## config.mk

```make
export PLATFORM = sky130hd
export DESIGN_NAME = iofs_top
export DESIGN_NICKNAME = d
export VERILOG_FILES = /design/src/iofs_pkg.sv /design/src/iofs_arbiter.sv /design/src/iofs_top.sv
export VERILOG_INCLUDE_DIRS = /design/src /design/src/src
export SDC_FILE = /design/constraint.sdc
export NUM_CORES = 1
export LEC_CHECK = 0
export BUFFER_PORTS_ARGS = -buffer_cell sky130_fd_sc_hd__buf_4
export CORE_MARGIN = 10
export CORE_UTILIZATION = 56
export DETAILED_ROUTE_END_ITERATION = 10
export PLACE_DENSITY_LB_ADDON = 0.1
export RECOVER_POWER = 50
export SYNTH_ARGS = -nofsm -noshare
export SYNTH_HDL_FRONTEND = slang
export SYNTH_SLANG_ARGS = --single-unit
```

## constraint.sdc

```tcl
create_clock -name mclk -period 3.7 [get_ports mclk]
set_clock_uncertainty 0.05 [all_clocks]
set_input_delay 0.74 -clock mclk [delete_from_list [all_inputs] [get_ports mclk]]
set_output_delay 0.74 -clock mclk [all_outputs]
set_load 0.1 [all_outputs]
```

## src/iofs_map.svh

```systemverilog
`ifndef IOFS_MAP_SVH
`define IOFS_MAP_SVH

// Register addresses on the special-function register bus.
`define IOFS_ADDR_PORT2     8'ha0
`define IOFS_ADDR_LOCATION  8'hf1
`define IOFS_ADDR_ANALOG    8'hf2
`define IOFS_ADDR_P0SELECT  8'hf3
`define IOFS_ADDR_P1SELECT  8'hf4
`define IOFS_ADDR_P2SELECT  8'hf5
`define IOFS_ADDR_PORT0_DIR 8'hfd
`define IOFS_ADDR_PORT1_DIR 8'hfe
`define IOFS_ADDR_P2PRIO    8'hff

// Reset values.
`define IOFS_RST_PORT2      8'hff
`define IOFS_RST_ZERO       8'h00
`define IOFS_RST_PRIO       2'b00

// Writable bit masks; other bits read zero.
`define IOFS_MASK_LOCATION  8'h73
`define IOFS_MASK_P2SELECT  8'h7f

// Field positions in the location register.
`define IOFS_LOC_TIMER_ONE    6
`define IOFS_LOC_TIMER_THREE  5
`define IOFS_LOC_TIMER_FOUR   4
`define IOFS_LOC_SERIAL_ONE   1
`define IOFS_LOC_SERIAL_ZERO  0

// Field positions in the port 2 select register.
`define IOFS_P2S_SERIALS      6
`define IOFS_P2S_S1_T3        5
`define IOFS_P2S_T1_T4        4
`define IOFS_P2S_S0_T1        3
`define IOFS_P2S_PIN4         2
`define IOFS_P2S_PIN3         1
`define IOFS_P2S_PIN0         0

// Priority field position in the port 2 direction register.
`define IOFS_PRIO_HI          7
`define IOFS_PRIO_LO          6

`endif

```

## src/iofs_pkg.sv

```systemverilog
package iofs_pkg;

  // Port 0 shared-pin priority encodings.
  typedef enum logic [1:0] {
    IOFS_PRI_S0_OVER_S1 = 2'b00,
    IOFS_PRI_S1_OVER_S0 = 2'b01,
    IOFS_PRI_T1_OVER_S1 = 2'b10,
    IOFS_PRI_T1C2_OVER_S0 = 2'b11
  } iofs_prio_e;

  // Register bus request.
  typedef struct packed {
    logic       wr;
    logic       rd;
    logic [7:0] addr;
    logic [7:0] wdata;
    logic       bit_wr;
    logic [2:0] bit_sel;
    logic       bit_val;
  } iofs_req_s;

  // Pin control for one eight-bit port.
  typedef struct packed {
    logic [7:0] periph;
    logic [7:0] dir_out;
    logic [7:0] analog;
  } iofs_port_s;

  // Winners of the port 1 and port 0 shared-pin arbitration.
  typedef struct packed {
    logic serial_zero_wins_serial_one;
    logic serial_one_wins_timer_three;
    logic timer_one_wins_timer_four;
    logic serial_zero_wins_timer_one;
    logic p0_serial_one_wins_serial_zero;
    logic p0_timer_one_wins_serial_one;
    logic p0_timer_one_wins_serial_zero;
  } iofs_grant_s;

endpackage : iofs_pkg

```

## src/iofs_arbiter.sv

```systemverilog
`timescale 1ns/1ps
`include "iofs_map.svh"

// Turns the priority bits into registered winners for shared pins.
module iofs_arbiter
  import iofs_pkg::*;
(
  // Clock and reset.
  input  wire logic        mclk,
  input  wire logic        rst_b,
  // Priority settings.
  input  wire logic [7:0]  port2_select,
  input  wire logic [1:0]  p0_prio,
  // Registered decisions.
  output iofs_grant_s      grant
);

  iofs_grant_s next_grant;
  iofs_prio_e  prio;

  // Decode both priority sets each cycle.
  always_comb begin
    prio = iofs_prio_e'(p0_prio);
    next_grant.serial_zero_wins_serial_one =
      !port2_select[`IOFS_P2S_SERIALS];
    next_grant.serial_one_wins_timer_three =
      !port2_select[`IOFS_P2S_S1_T3];
    next_grant.timer_one_wins_timer_four =
      !port2_select[`IOFS_P2S_T1_T4];
    next_grant.serial_zero_wins_timer_one =
      !port2_select[`IOFS_P2S_S0_T1];
    next_grant.p0_serial_one_wins_serial_zero =
      (prio == IOFS_PRI_S1_OVER_S0);
    next_grant.p0_timer_one_wins_serial_one =
      (prio == IOFS_PRI_T1_OVER_S1);
    next_grant.p0_timer_one_wins_serial_zero =
      (prio == IOFS_PRI_T1C2_OVER_S0);
  end

  // Decisions are registered one edge after the inputs change, the same edge that loads the settings.
  always_ff @(posedge mclk) begin
    if (!rst_b) begin
      grant <= '{default: 1'b0, serial_zero_wins_serial_one: 1'b1,
                 serial_one_wins_timer_three: 1'b1,
                 timer_one_wins_timer_four: 1'b1,
                 serial_zero_wins_timer_one: 1'b1};
    end else begin
      grant <= next_grant;
    end
  end

endmodule : iofs_arbiter

```

## src/iofs_top.sv

```systemverilog
`timescale 1ns/1ps
`include "iofs_map.svh"

module iofs_top
  import iofs_pkg::*;
(
  // Clock and reset.
  input  wire logic        mclk,
  input  wire logic        rst_b,
  // Register bus.
  input  iofs_req_s        req,
  output logic [7:0]       rdata,
  // Port 0 and port 1 pin control.
  output iofs_port_s       port0,
  output logic [7:0]       port1_periph,
  output logic [7:0]       port1_dir_out,
  // Port 2 value and pin selection.
  output logic [4:0]       third_port_values,
  output logic             third_port_pin4_function,
  output logic             third_port_pin3_function,
  output logic             third_port_pin0_function,
  // Peripheral locations, one means alternative two.
  output logic             timer_one_location,
  output logic             timer_three_location,
  output logic             timer_four_location,
  output logic             serial_one_location,
  output logic             serial_zero_location,
  // Shared-pin winners.
  output iofs_grant_s      grant
);

  // Stored register contents.
  logic [7:0] port2;
  logic [7:0] location;
  logic [7:0] analog;
  logic [7:0] p0_select;
  logic [7:0] p1_select;
  logic [7:0] port2_select;
  logic [7:0] p0_dir;
  logic [7:0] p1_dir;
  logic [1:0] p0_prio;
  // Values the registers and pins take at the next edge.
  logic [7:0] next_port2;
  logic [7:0] next_location;
  logic [7:0] next_analog;
  logic [7:0] next_p0_select;
  logic [7:0] next_p1_select;
  logic [7:0] next_port2_select;
  logic [7:0] next_p0_dir;
  logic [7:0] next_p1_dir;
  logic [1:0] next_p0_prio;
  logic [7:0] next_rdata;
  logic [7:0] next_p0_periph;

  // True when a full-byte write targets the given address.
  function automatic logic hit(input iofs_req_s r, input logic [7:0] a);
    hit = r.wr && (r.addr == a);
  endfunction : hit

  // Register writes; reserved bits are masked so they stay zero and a
  // later read cannot mistake them for stored state.
  always_comb begin
    next_port2     = port2;
    next_location  = location;
    next_analog    = analog;
    next_p0_select = p0_select;
    next_p1_select = p1_select;
    next_port2_select = port2_select;
    next_p0_dir    = p0_dir;
    next_p1_dir    = p1_dir;
    next_p0_prio   = p0_prio;
    if (hit(req, `IOFS_ADDR_PORT2)) begin
      next_port2 = req.wdata;
    end
    // The bit write comes after the byte write, so it wins for its bit.
    if (req.bit_wr && req.addr == `IOFS_ADDR_PORT2) begin
      next_port2[req.bit_sel] = req.bit_val;
    end
    if (hit(req, `IOFS_ADDR_LOCATION)) begin
      next_location = req.wdata & `IOFS_MASK_LOCATION;
    end
    if (hit(req, `IOFS_ADDR_ANALOG)) begin
      next_analog = req.wdata;
    end
    if (hit(req, `IOFS_ADDR_P0SELECT)) begin
      next_p0_select = req.wdata;
    end
    if (hit(req, `IOFS_ADDR_P1SELECT)) begin
      next_p1_select = req.wdata;
    end
    if (hit(req, `IOFS_ADDR_P2SELECT)) begin
      next_port2_select = req.wdata & `IOFS_MASK_P2SELECT;
    end
    if (hit(req, `IOFS_ADDR_PORT0_DIR)) begin
      next_p0_dir = req.wdata;
    end
    if (hit(req, `IOFS_ADDR_PORT1_DIR)) begin
      next_p1_dir = req.wdata;
    end
    if (hit(req, `IOFS_ADDR_P2PRIO)) begin
      next_p0_prio = req.wdata[`IOFS_PRIO_HI:`IOFS_PRIO_LO];
    end
  end

  // Read mux; unmapped addresses return zero.
  // Reads have no side effects, so a stray read never disturbs a pin.
  always_comb begin
    next_rdata = 8'h00;
    if (req.rd) begin
      unique case (req.addr)
        `IOFS_ADDR_PORT2:    next_rdata = port2;
        `IOFS_ADDR_LOCATION: next_rdata = location;
        `IOFS_ADDR_ANALOG:   next_rdata = analog;
        `IOFS_ADDR_P0SELECT: next_rdata = p0_select;
        `IOFS_ADDR_P1SELECT: next_rdata = p1_select;
        `IOFS_ADDR_P2SELECT: next_rdata = port2_select;
        `IOFS_ADDR_PORT0_DIR: next_rdata = p0_dir;
        `IOFS_ADDR_PORT1_DIR: next_rdata = p1_dir;
        `IOFS_ADDR_P2PRIO:   next_rdata = {p0_prio, 6'h00};
        default:             next_rdata = 8'h00;
      endcase
    end
  end

  // Register state.
  always_ff @(posedge mclk) begin
    if (!rst_b) begin
      port2     <= `IOFS_RST_PORT2;
      location  <= `IOFS_RST_ZERO;
      analog    <= `IOFS_RST_ZERO;
      p0_select <= `IOFS_RST_ZERO;
      p1_select <= `IOFS_RST_ZERO;
      port2_select <= `IOFS_RST_ZERO;
      p0_dir    <= `IOFS_RST_ZERO;
      p1_dir    <= `IOFS_RST_ZERO;
      p0_prio   <= `IOFS_RST_PRIO;
      rdata     <= 8'h00;
    end else begin
      port2     <= next_port2;
      location  <= next_location;
      analog    <= next_analog;
      p0_select <= next_p0_select;
      p1_select <= next_p1_select;
      port2_select <= next_port2_select;
      p0_dir    <= next_p0_dir;
      p1_dir    <= next_p1_dir;
      p0_prio   <= next_p0_prio;
      rdata     <= next_rdata;
    end
  end

  // Analog use takes a port 0 pin away from its peripheral, so the two
  // can never both claim the same pin.
  always_comb begin
    next_p0_periph = next_p0_select & ~next_analog;
  end

  // Pin outputs are registered from the next values, so they track the
  // registers without an extra cycle of lag.
  always_ff @(posedge mclk) begin
    if (!rst_b) begin
      port0             <= '0;
      port1_periph      <= 8'h00;
      port1_dir_out     <= 8'h00;
      third_port_values <= 5'h1f;
      third_port_pin4_function <= 1'b0;
      third_port_pin3_function <= 1'b0;
      third_port_pin0_function <= 1'b0;
    end else begin
      port0.analog  <= next_analog;
      port0.periph  <= next_p0_periph;
      port0.dir_out <= next_p0_dir;
      port1_periph  <= next_p1_select;
      port1_dir_out <= next_p1_dir;
      third_port_values <= next_port2[4:0];
      third_port_pin4_function <= next_port2_select[`IOFS_P2S_PIN4];
      third_port_pin3_function <= next_port2_select[`IOFS_P2S_PIN3];
      third_port_pin0_function <= next_port2_select[`IOFS_P2S_PIN0];
    end
  end

  // Location outputs sit in a stage of their own; they change rarely and
  // every peripheral's pin mux reads them.
  always_ff @(posedge mclk) begin
    if (!rst_b) begin
      timer_one_location   <= 1'b0;
      timer_three_location <= 1'b0;
      timer_four_location  <= 1'b0;
      serial_one_location  <= 1'b0;
      serial_zero_location <= 1'b0;
    end else begin
      timer_one_location   <= next_location[`IOFS_LOC_TIMER_ONE];
      timer_three_location <= next_location[`IOFS_LOC_TIMER_THREE];
      timer_four_location  <= next_location[`IOFS_LOC_TIMER_FOUR];
      serial_one_location  <= next_location[`IOFS_LOC_SERIAL_ONE];
      serial_zero_location <= next_location[`IOFS_LOC_SERIAL_ZERO];
    end
  end

  // Arbitration sees the next values so grants line up with the pins.
  // Feeding it the registers instead would leave the grants a cycle late.
  iofs_arbiter u_arbiter (
    .mclk         (mclk),
    .rst_b        (rst_b),
    .port2_select (next_port2_select),
    .p0_prio      (next_p0_prio),
    .grant        (grant)
  );

endmodule : iofs_top

```

# ---- Yosys cells after proc, flatten, opt, wreduce, memory -nomap -nowiden
# Index checks and enable logic that the tools add are counted.
# Widths: inputs -> output; s select.
dict set report word_totals {
  reg_bits 98
  latch_bits 0
  mem_bits_rw 0
  mem_bits_ro 0
  in_bits 25
  output_inout_bits 68
  mem_count 0
}
dict set report classes {
  n_addsub 0
  n_mul 0
  div 0
  order_cmp 2
  eq_ne 12
  shifts 0
  muxes 12
  bitwise_logic 2
  reduce_logical 16
}
# cell count
set ops {}
lappend ops {{$eq 8x8->1 const B} 9}
lappend ops {{$pmux 8 s9} 1}
lappend ops {{$mux 8} 5}
lappend ops {{$mux 7} 2}
lappend ops {{$logic_and 1x1->1} 11}
lappend ops {{$and 8x8->8} 1}
lappend ops {{$bwmux 8} 1}
lappend ops {{$not 8->8} 1}
lappend ops {{$eq 2x2->1 const B} 2}
lappend ops {{$logic_not 1->1} 4}
lappend ops {{$lt 3x4->1 const B} 1}
lappend ops {{$demux 1 s3} 1}
lappend ops {{$ge 3x1->1 const B} 1}
lappend ops {{$eq 2x1->1 const B} 1}
lappend ops {{$mux 2} 1}
lappend ops {{$reduce_and 2->1} 1}
lappend ops {{$mux 1} 1}

# ---- Logic depth before layout (Yosys ltp)
# Gate-level depths: netlist of run 1.
dict set report logic_depth {
  word_depth 6
  depth_mapped 7
}

# ---- Cells and area by module
# From an unflattened synthesis of run 1, not the netlist that was laid out.
dict set report unflattened {
  cells_unflattened 443
  area_unflattened_um2 3990.1
}
# mod n_inst cells_each area_each_um2 seq_area_each_um2
set by_module_without_submodules {}
lappend by_module_without_submodules {iofs_top 1 429 3811.2 1581.5}
lappend by_module_without_submodules {iofs_arbiter 1 14 178.9 140.1}

# ---- Worst setup path before layout of run 1
# OpenSTA, ideal clock, no wires.
dict set report synth_path {
  path_kind {input to register}
  from {in req[14] (netlist name)}
  to {reg port2[3]}
  setup_ns 0.137
  t_arrival_ns 1.973
  required_ns 3.513
  slack_ns 1.540
  path_stages 5
  path_cell_list {buf_2 -> or4_4 -> or4b_4 -> nor2_1 -> a31oi_1}
}
dict set report synth_via {
  elab_chain_len 5
  elab_cells_between_ends 6
  classes_between {eq/ne (1); mux (3); reduce/logical (2)}
}
# item line
set synth_lines {}
lappend synth_lines {{start, declared} iofs_top.sv:11} ;# input iofs_req_s req,
lappend synth_lines {{$eq 8x8->1 *} iofs_top.sv:57} ;# hit = r.wr && (r.addr == a);
lappend synth_lines {{$logic_and 1x1->1} iofs_top.sv:57}
lappend synth_lines {{$mux 8} iofs_top.sv:72} ;# if (hit(req, `IOFS_ADDR_PORT2)) begin
lappend synth_lines {{$bwmux 8} iofs_top.sv:77} ;# next_port2[req.bit_sel] = req.bit_val;
lappend synth_lines {{$mux 8 *} iofs_top.sv:76} ;# if (req.bit_wr && req.addr == `IOFS_ADDR_PORT2) begin
lappend synth_lines {{end signal, assigned} iofs_top.sv:128} ;# port2 <= `IOFS_RST_PORT2;
lappend synth_lines {{end signal, assigned} iofs_top.sv:139} ;# port2 <= next_port2;
lappend synth_lines {{end, declared} iofs_top.sv:33} ;# logic [7:0] port2;
# Every way passes the cells marked *; elsewhere a longest branch is shown, timed or not.
# A chain may end at the register's enable or synchronous reset.

# ---- Worst setup path in the final report of run 1
dict set report layout_path {
  from {in req[15] (netlist name)}
  to {reg rdata[1]}
}
dict set report layout_via {
  elab_chain_len 2
  elab_cells_between_ends 10
  classes_between {eq/ne (9); mux (1)}
}
# item line
set layout_lines {}
lappend layout_lines {{$eq 8x8->1} iofs_top.sv:110} ;# unique case (req.addr)
lappend layout_lines {{$pmux 8 s9 *} iofs_top.sv:110}
lappend layout_lines {{end signal, assigned} iofs_top.sv:148} ;# rdata <= next_rdata;
lappend layout_lines {{end, declared} iofs_top.sv:12} ;# output logic [7:0] rdata,
# Marks and branches as above.

==> key figures, run 1 <==
Run status
  – Status: complete, no violations

Die
  – Starting Density: 57.6%
  – Row cnt: 29
  – Die area: 10200 um^2
  – Die Span Y: 101 um
  – Placeable Area: 6350 um^2
  – Die Span X: 101 um
  – I/O Pins: 93

Detailed routing
  – DR iter-0 viols: 317
  – DR WL/cell: 20.6 um
  – Post-route antenna net violation count: 0
  – Remaining DRCs: 0
  – Final wirelength: 11.2 mm
  – Drt pass-1 iters: 5
  – Via total after detailed routing: 3349
  – Vias/cell: 6.13

Layout
  – Area growth syn-to-layout: 16.7%
  – Final core area utilization: 67.3%
  – Fin nets: 489
  – Post-route non-filler standard cell count: 546
  – Leading cell types in the layout, fill and taps excluded: 85 x dfxtp_1, 60 x clkbuf_1, 46 x mux2i_1
  – # fillers: 571
  – Antenna diodes: 0
  – Commonest non-fill, non-tap cell in the layout: dfxtp_1
  – Share of cells above drive strength 1: 13.0%

Power and ir drop
  – PwrDens: 397 nW/um^2
  – Pleak: 1.73 nW
  – Worst ir drop on vdd: 0.283 mV
  – Total power: 0.00170 W

CTS
  – CTS root buf: clkbuf_8
  – Htree depth: 3
  – Post-CTS sizing: 0
  – Worst-case clock buffer depth: 2
  – Num CTS Buffers: 9
  – # hold bufs at CTS: 0
  – Worst-Skew Late Latency: 350 ps
  – Clock Pin Slew Worst Setup and Hold Paths: 90 ps
  – CTS tree: built
  – Sink Count: 85
  – Setup Fix Bufs, Post-CTS: 0

Placement
  – Detailed Place HPWL: 8.16 mm
  – Dpl cells: 530
  – Port-buffer cells: 92
  – Placer Congestion: 0.868

Timing
  – Max Slew Vio Count: 0
  – Unrepaired setup endpoints after global routing: no
  – Setup Viol. Count Final: 0
  – Period minus WS final: 2570 ps
  – Final period utilization: 69.5%
  – Tightest Pin Transition: 1190 ps
  – Max_slew headroom: 20.9%
  – Fin Setup TNS: 0 ps
  – Max Clk Rate: 0.389 GHz
  – Hold Fails Final Rpt: 0

Yosys
  – Synth Flop Type: dfxtp_1
  – Post-Syn Area: 3660 um^2
  – Post-synth ARST share: 0%
  – Sequential element share of the synthesized area: 46.5%
  – Synthesized flop and latch total: 85
  – Post-synth EDFFs: 0
  – Cell variety after synth: 47
  – Avg Cell Area, Syn: 9.31 um^2
  – Syn nets: 418
  – Ys Warns: 0
  – Cell count after synthesis: 393

GRT
  – Largest net degree at the start of global routing: 57
  – Initial antenna violation count: 0
  – Vias in the first global route: 3155
  – Total congestion overflow: 0
  – All-Layer GR Usage: 21.9%
  – First-pass GRT wire length: 17.5 mm

Hold path
  – Type of the most critical hold path: flop to flop

Setup path
  – Setup crit end kind: flop
  – Crit Path Class: input port to flop
  – Crit Path Max Fanout: 12
  – CP Launch Type: input port
  – CP Data Arrival Time: 2810 ps
  – Critical path data required time: 3940 ps

Flow run
  – Max-Cap Viols: 0
==> cell usage after synthesis (6+ instances only) <==
cell type	count	area, um^2
buf_2	7	35.0
nand4_1	7	43.8
dfxtp_1	85	1700
clkbuf_1	19	71.3
a222oi_1	6	60.1
nor2_1	45	169
a21oi_1	23	115
nand3_1	31	155
a31oi_1	16	100
a22oi_1	14	105
nor3b_1	8	60.1
mux2i_1	46	460
nand2_1	27	101
==> stage by stage <==
step                      setup WS [ps]  cell area (um^2)  hold slack [ps]
after CTS                          1560              4510              429
after floorplan                    1540              3660              418
after detailed placement           1170              4300              415
after global routing                968              4270              452
final                              1130              4270              428
after global placement             1200              4300              416
==> path summary, 6_finish.rpt <==
check,endpoint,slack (ps),from,cells after the start
setup reg to reg,rdata[7],2400,p0_prio[1],3
setup / recovery,rdata[1],1130,req[15],5
hold / removal,port1_periph[7],430,port1_periph[7],2
hold reg to reg,port1_periph[7],430,port1_periph[7],2
==> flip-flops by register name, summed over array words and instances, names as in the netlist <==
signal	cells
u_arbiter.grant	7
p0_prio	2
port1_dir_out	8
location	5
port2_select	7
p0_select	8
port2	8
port0	24
port1_periph	8
rdata	8
==> routing by layer <==
| layer | track usage [%] | up-vias | part of all wire, % |
|---|---|---|---|
| met3 | 7.75 | 27 | 10 |
| met4 | 9.89 | 0 | 3.2 |
| li1 | - | 1578 | - |
| met1 | 29.1 | 1561 | 44 |
| met5 | 0 | - | 0 |
| met2 | 31.0 | 183 | 43 |
==> report_power, final <==
| part | internal [W] | switching [W] |
|---|---|---|
| combinational | 0.0000295 | 0.0000672 |
| clock | 0.000335 | 0.000348 |
| sequential | 0.000915 | 0.000000811 |
| total | 0.00128 | 0.000416 |
==> critical path: stages <==
cell	delay [ps]
clkbuf_1	380
nand4_1	260
nor3_1	970
a221oi_1	230
a31oi_1	220
==> cell families (layout without fill, tap and decap cells) <==
logic type | Yosys count | after routing | share of synthesized area, %
AOI/OAI and AO/OA | 66 | 66 | 11.9
DFF | 85 | 85 | 46.5
and+or+nand+nor | 159 | 159 | 24.0
muxes | 48 | 48 | 13.2
buffers and inverters | 35 | 111 | 4.34
==> layout make-up <==
cell class / instances / area (um^2) / area share, %
inverters: 2 / 7.51 / 0.176
well taps: 77 / 96.3 / 2.26
multi-input cells: 273 / 1780 / 41.8
clock inverters: 6 / 70.1 / 1.64
repair buffers: 93 / 473 / 11.1
flip-flops and latches: 85 / 1700 / 39.8
clock buffers: 10 / 138 / 3.22
(Power assumes the default switching activity.)
==> run 2, diff against run 1 <==
--- a/config.mk
+++ b/config.mk
@@ -8,7 +8,7 @@
 export LEC_CHECK = 0
 export BUFFER_PORTS_ARGS = -buffer_cell sky130_fd_sc_hd__buf_4
 export CORE_MARGIN = 10
-export CORE_UTILIZATION = 56
+export CORE_UTILIZATION = 53
 export DETAILED_ROUTE_END_ITERATION = 10
 export PLACE_DENSITY_LB_ADDON = 0.1
 export RECOVER_POWER = 50
==> constraint.sdc (replaced) <==
create_clock -name mclk -period 2.6 [get_ports mclk]
set_clock_uncertainty 0.05 [all_clocks]
set_input_delay 0.52 -clock mclk [delete_from_list [all_inputs] [get_ports mclk]]
set_output_delay 0.52 -clock mclk [all_outputs]
set_load 0.1 [all_outputs]
==> run 2 against run 1 <==
Count of clock-buffer cells in the layout is 1 lower. Sequential cell count stayed put. Die area is 4.5% higher. Critical path type is now flop to output port. Critical endpoint is now port1_dir_out[5].
==> key figures, run 2 (same netlist as run 1, synthesis figures left out) <==
Layout
  – Share of cells above drive strength 1: 18.6% (+5.6 points)
  – Area occupied by multi-input gates: 1790 um^2 (+0.28%)
  – Area growth syn-to-layout: 22.4%
  – Largest Register: port0
  – Finished Cell Area: 4480 um^2 (+4.9%)
  – Fin nets: 499 (+2.0%)
  – Commonest non-fill, non-tap cell in the layout: dfxtp_1
  – Number of flip-flops in the largest register: 24 (unchanged)
  – # fillers: 622 (+8.9%)
  – Leading cell types in the layout, fill and taps excluded: 85 x dfxtp_1, 59 x buf_4, 46 x mux2i_1
  – Antenna diodes: 0 (unchanged)
  – Storage cell area: 1700 um^2 (unchanged)

CTS
  – Sink Count: 85 (unchanged)
  – CTS tree: built
  – Worst-case clock buffer depth: 2 (unchanged)
  – Clock Pin Slew Worst Setup and Hold Paths: 90 ps (about the same)
  – Htree depth: 3 (unchanged)
  – Post-CTS sizing: 0 (unchanged)
  – # hold bufs at CTS: 0 (unchanged)
  – Worst-Skew Late Latency: 370 ps (+20 ps)
  – Setup Fix Bufs, Post-CTS: 0 (unchanged)
  – CTS root buf: clkbuf_8
  – Num CTS Buffers: 9 (unchanged)

Setup path
  – Crit Path Max Fanout: 3 (-9)
  – Slowest cell delay on critical path: 880 ps (-90 ps)
  – Setup crit end kind: output port
  – Critical-path cell list: clkbuf_1
  – Crit Path Class: flop to output port
  – CP Data Arrival Time: 1640 ps (-1170 ps)
  – Critical path data required time: 2030 ps (-1910 ps)
  – CP max stage cell: clkbuf_1
  – Critical path's top delay family: buffers and inverters
  – Buf/Inv on CP: 1 (unchanged)
  – CP Launch Type: flop

Detailed routing
  – Vias/cell: 6.09 (-0.72%)
  – Metal3 WL: 1.03 mm (-9.6%)
  – Final wirelength: 11.9 mm (+5.6%)
  – Via total after detailed routing: 3404 (+1.6%)
  – Post-route antenna net violation count: 0 (unchanged)
  – Remaining DRCs: 0 (unchanged)
  – DR iter-0 viols: 437 (+38%)
  – DR WL/cell: 21.2 um (+3.1%)
  – WL met1: 5.15 mm (+4.5%)
  – Drt pass-1 iters: 7 (+2)
  – Uppermost routed layer: met4
  – Wire length on met2: 5.44 mm (+13%)

Power and ir drop
  – Pleak: 1.88 nW (+9.0%)
  – Worst ir drop on vdd: 0.368 mV (+30%)
  – PwrDens: 587 nW/um^2 (+48%)

Timing
  – Max Clk Rate: 0.452 GHz
  – Final period utilization: 85.0%
  – Setup Viol. Count Final: 0 (unchanged)
  – Worst setup margin: 390 ps (-740 ps)
  – Max_slew headroom: 20.4% (-0.53 points)
  – Period minus WS final: 2210 ps
  – Tightest Pin Transition: 1200 ps (+8.00 ps)
  – Max Slew Vio Count: 0 (unchanged)
  – Unrepaired setup endpoints after global routing: no
  – Fin Setup TNS: 0 ps (unchanged)
  – Hold Fails Final Rpt: 0 (unchanged)

Die
  – Die Span X: 103 um (+2.2%)
  – Die Span Y: 103 um (+2.2%)
  – Starting Density: 54.2% (-3.5 points)
  – Row cnt: 30 (+3.4%)
  – Placeable Area: 6760 um^2 (+6.4%)
  – I/O Pins: 93 (unchanged)
  – Die area: 10600 um^2 (+4.5%)

Run status
  – Status: complete, no violations

Placement
  – Pre-CTS WS: 377 ps (-791 ps)
  – Placer Congestion: 0.858 (-1.2%)
  – Detailed Place HPWL: 8.45 mm (+3.6%)
  – Port-buffer cells: 92 (unchanged)
  – Cell area after placement: 4390 um^2 (+2.1%)

GRT
  – Largest net degree at the start of global routing: 56 (-1.8%)
  – Total congestion overflow: 0 (unchanged)
  – Vias in the first global route: 3189 (+1.1%)
  – Initial antenna violation count: 0 (unchanged)
  – All-Layer GR Usage: 21.8% (-0.090 points)
  – First-pass GRT wire length: 17.6 mm (+0.79%)

Flow run
  – Max-Cap Viols: 0 (unchanged)

Hold path
  – Type of the most critical hold path: input port to flop
==> run 2: changes by cell type in the layout (fill, tap and decap cells not counted), moves of 2 or more <==
| cell | change |
|---|---|
| clkbuf_1 | -17 |
| buf_4 | +26 |
| clkinvlp_4 | -2 |
| bufinv_16 | +2 |
==> run 2: stage by stage <==
step | hold WS (ps) | power (W) | utilization, % | instances
finish | 381 | 0.00263 | 66.3 | 559
global route | 387 | 0.00270 | 66.3 | 559
CTS | 382 | 0.00263 | 68.8 | 559
detailed placement | 419 | 0.00148 | 65.0 | 543
global placement | 415 | 0.00148 | 65.0 | 543
floorplan | 418 | 0.00141 | - | 393
==> run 2: routing by layer <==
layer  global-route usage (%)  vias up
met4                     8.24        0
met5                        0        -
li1                         -     1584
met2                     33.6      182
met1                     28.7     1618
met3                     5.50       20
==> run 2: final timing paths <==
| kind | endpoint | from | depth (start not counted) | slack (ps) |
|---|---|---|---|---|
| worst max-delay path | port1_dir_out[5] | port1_dir_out[5] | 1 | 390 |
| worst min-delay path | u_arbiter.grant[6] | rst_b | 2 | 380 |
| worst max register to register | rdata[1] | location[1] | 4 | 1320 |
| worst min register to register | port1_periph[7] | port1_periph[7] | 2 | 430 |
==> run 2: area by class of cell <==
| class | instances | share of cell area, % |
|---|---|---|
| multi-input cells | 273 | 39.9 |
| flip-flops and latches | 85 | 38.0 |
| repair buffers | 103 | 13.9 |
| clock inverters | 7 | 2.96 |
| clock buffers | 9 | 2.77 |
| well taps | 80 | 2.23 |
| inverters | 2 | 0.168 |
==> run 2: power breakdown <==
group          switching [W]  internal [W]  leakage (nW)
Clock               0.000528      0.000653         0.127
Sequential        0.00000119       0.00130         0.685
Combinational      0.0000989     0.0000458          1.07
==> run 3, diff against run 2 <==
--- a/config.mk
+++ b/config.mk
@@ -9,6 +9,7 @@
 export BUFFER_PORTS_ARGS = -buffer_cell sky130_fd_sc_hd__buf_4
 export CORE_MARGIN = 10
 export CORE_UTILIZATION = 53
+export CTS_BUF_LIST = sky130_fd_sc_hd__clkbuf_16
 export DETAILED_ROUTE_END_ITERATION = 10
 export PLACE_DENSITY_LB_ADDON = 0.1
 export RECOVER_POWER = 50
==> run 3 against run 2 <==
Maximum frequency up 0.89%. Setup slack better by 20 ps. Global-route usage up 0.33 points. Non-clock buffer count unchanged. Register-to-register slack worse by 30 ps. Sequential power about the same. Sequential share of layout area down 0.26 points. Cell area up 0.70%. Critical path depth unchanged. Sequential cell count unchanged. Count of clock-buffer cells in the layout unchanged. Utilization up 0.46 points. Critical path type unchanged. Critical endpoint is now third_port_values[1]. Largest power group is now clock. Highest routed layer unchanged.
==> key figures, run 3 (same netlist as run 1, synthesis figures left out) <==
Run status
  – Status: complete, no violations

Hold path
  – Worst hold start: rst_b
  – Type of the most critical hold path: input port to flop

CTS
  – Worst-Skew Late Latency: 340 ps (-30 ps)
  – Worst-case clock buffer depth: 2 (unchanged)
  – Setup Fix Bufs, Post-CTS: 0 (unchanged)
  – CTS tree: built
  – Sink Count: 85 (unchanged)
  – Post-CTS sizing: 0 (unchanged)
  – CTS root buf: clkbuf_16
  – Num CTS Buffers: 9 (unchanged)
  – Clock Pin Slew Worst Setup and Hold Paths: 70 ps (-20 ps)
  – Htree depth: 3 (unchanged)
  – # hold bufs at CTS: 0 (unchanged)

Timing
  – Hold Fails Final Rpt: 0 (unchanged)
  – Max_slew headroom: 20.4% (about the same)
  – Fin Setup TNS: 0 ps (unchanged)
  – Minimum hold slack: 413 ps (+32.2 ps)
  – Final period utilization: 84.3% (-0.75 points)
  – Setup Viol. Count Final: 0 (unchanged)
  – Period minus WS final: 2190 ps (-19.5 ps)
  – Unrepaired setup endpoints after global routing: no
  – Max Clk Rate: 0.456 GHz (+0.89%)
  – Tightest Pin Transition: 1200 ps (-0.0450 ps)
  – Max Slew Vio Count: 0 (unchanged)

GRT
  – Total congestion overflow: 0 (unchanged)
  – Initial antenna violation count: 0 (unchanged)
  – All-Layer GR Usage: 22.1% (+0.33 points)
  – Vias in the first global route: 3209 (+0.63%)
  – First-pass GRT wire length: 17.7 mm (+0.71%)
  – Largest net degree at the start of global routing: 56 (unchanged)

Flow run
  – Max-Cap Viols: 0 (unchanged)

Setup path
  – CP max stage cell: clkbuf_1
  – Crit Reg-Reg Endpoint: rdata[1]
  – Critical path data required time: 2030 ps (about the same)
  – Setup crit end kind: output port
  – Reg2reg setup slack: 1290 ps (-30 ps)
  – Crit Path Max Fanout: 3 (unchanged)
  – Launch point of the worst reg-to-reg path: location[1]
  – Critical-path cell list: clkbuf_1
  – Slowest cell delay on critical path: 900 ps (+20 ps)
  – Crit path depth: 1 (unchanged)
  – Buf/Inv on CP: 1 (unchanged)
  – Crit. Startpoint: port2[1]
  – CP Launch Type: flop
  – Crit path to: third_port_values[1]
  – CP Data Arrival Time: 1620 ps (-20 ps)
  – Worst reg-to-reg path cell count: 4 (unchanged)
  – Critical path's top delay family: buffers and inverters
  – Crit Path Class: flop to output port

Detailed routing
  – DR WL/cell: 21.4 um (+0.71%)
  – Vias/cell: 6.08 (about the same)
  – Final wirelength: 12.0 mm (+0.71%)
  – Post-route antenna net violation count: 0 (unchanged)
  – DR iter-0 viols: 345 (-21%)
  – Remaining DRCs: 0 (unchanged)
  – Via total after detailed routing: 3401 (-0.088%)
  – Drt pass-1 iters: 6 (-1)

Placement
  – Port-buffer cells: 92 (unchanged)
  – Dpl cells: 543 (unchanged)
  – Detailed Place HPWL: 8.45 mm (unchanged)
  – Placer Congestion: 0.858 (unchanged)

Layout
  – Share of cells above drive strength 1: 14.8% (-3.8 points)
  – Largest Register: port0
  – Number of flip-flops in the largest register: 24 (unchanged)
  – Antenna diodes: 0 (unchanged)
  – Fin nets: 499 (unchanged)
  – Commonest non-fill, non-tap cell in the layout: dfxtp_1
  – Area growth syn-to-layout: 23.2%
  – Post-route non-filler standard cell count: 559 (unchanged)
  – Leading cell types in the layout, fill and taps excluded: 85 x dfxtp_1, 63 x clkbuf_1, 46 x mux2i_1

Die
  – Die Span X: 103 um (unchanged)
  – Die area: 10600 um^2 (unchanged)
  – I/O Pins: 93 (unchanged)
  – Placeable Area: 6760 um^2 (unchanged)
  – Row cnt: 30 (unchanged)
  – Die Span Y: 103 um (unchanged)
  – Starting Density: 54.2% (unchanged)

Power and ir drop
  – Worst ir drop on vdd: 0.451 mV (+23%)
  – PwrDens: 658 nW/um^2 (+12%)
  – Pleak: 1.84 nW (-2.1%)
-- run 3: cell count changes in the layout (fill, tap and decap cells not counted), sizes merged --
cell    delta
buf       -20
clkbuf    +20
-- run 3: report_power, final --
part	total, W	switching, W	internal (W)
registers	0.00130	0.00000118	0.00130
logic	0.000145	0.0000991	0.0000455
clock network	0.00152	0.000563	0.000954
total	0.00297	0.000664	0.00230
-- run 3: per-stage QoR --
stage | instance area (um^2) | utilization [%] | total power, W | setup WS, ps
floorplan | 3660 | - | 0.00141 | 660
global placement | 4390 | 65.0 | 0.00148 | 373
detailed placement | 4390 | 65.0 | 0.00148 | 377
CTS | 4750 | 70.3 | 0.00297 | 722
global route | 4510 | 66.8 | 0.00304 | 383
finish | 4510 | 66.8 | 0.00297 | 409
-- run 3: cell type report --
| class | instances | area (um^2) |
|---|---|---|
| Fill cell | 617 | 2250 |
| Multi-Input combinational cell | 273 | 1790 |
| Sequential cell | 85 | 1700 |
| Timing Repair Buffer | 103 | 549 |
| Clock buffer | 9 | 225 |
| Clock inverter | 7 | 133 |
| Tap cell | 80 | 100 |
| Inverter | 2 | 7.51 |
-- run 3: worst min-delay path by stage --
stage / end / cells past startpoint
2_1_floorplan: rdata[2] / 2
3_3_place_gp: port0[9] / 2
3_5_place_dp: port0[11] / 2
4_1_cts: u_arbiter.grant[4] / 2
5_1_grt: u_arbiter.grant[4] / 2
6_report: u_arbiter.grant[6] / 2
-- run 3: routing by layer --
metal / wire, um / up-vias / global-route usage [%]
met5: 0 / - / 0
met1: 5120 / 1596 / 28.8
met4: 358 / 0 / 9.41
met2: 5340 / 182 / 34.0
met3: 1140 / 32 / 5.63
li1: - / 1591 / -
-- run 3: worst reg2reg max path, cell delays in order (launching register included) --
cell      delay [ps]
dfxtp_1          390
mux2i_1          100
nor4b_1          370
a221oi_1         130
a31oi_1          190
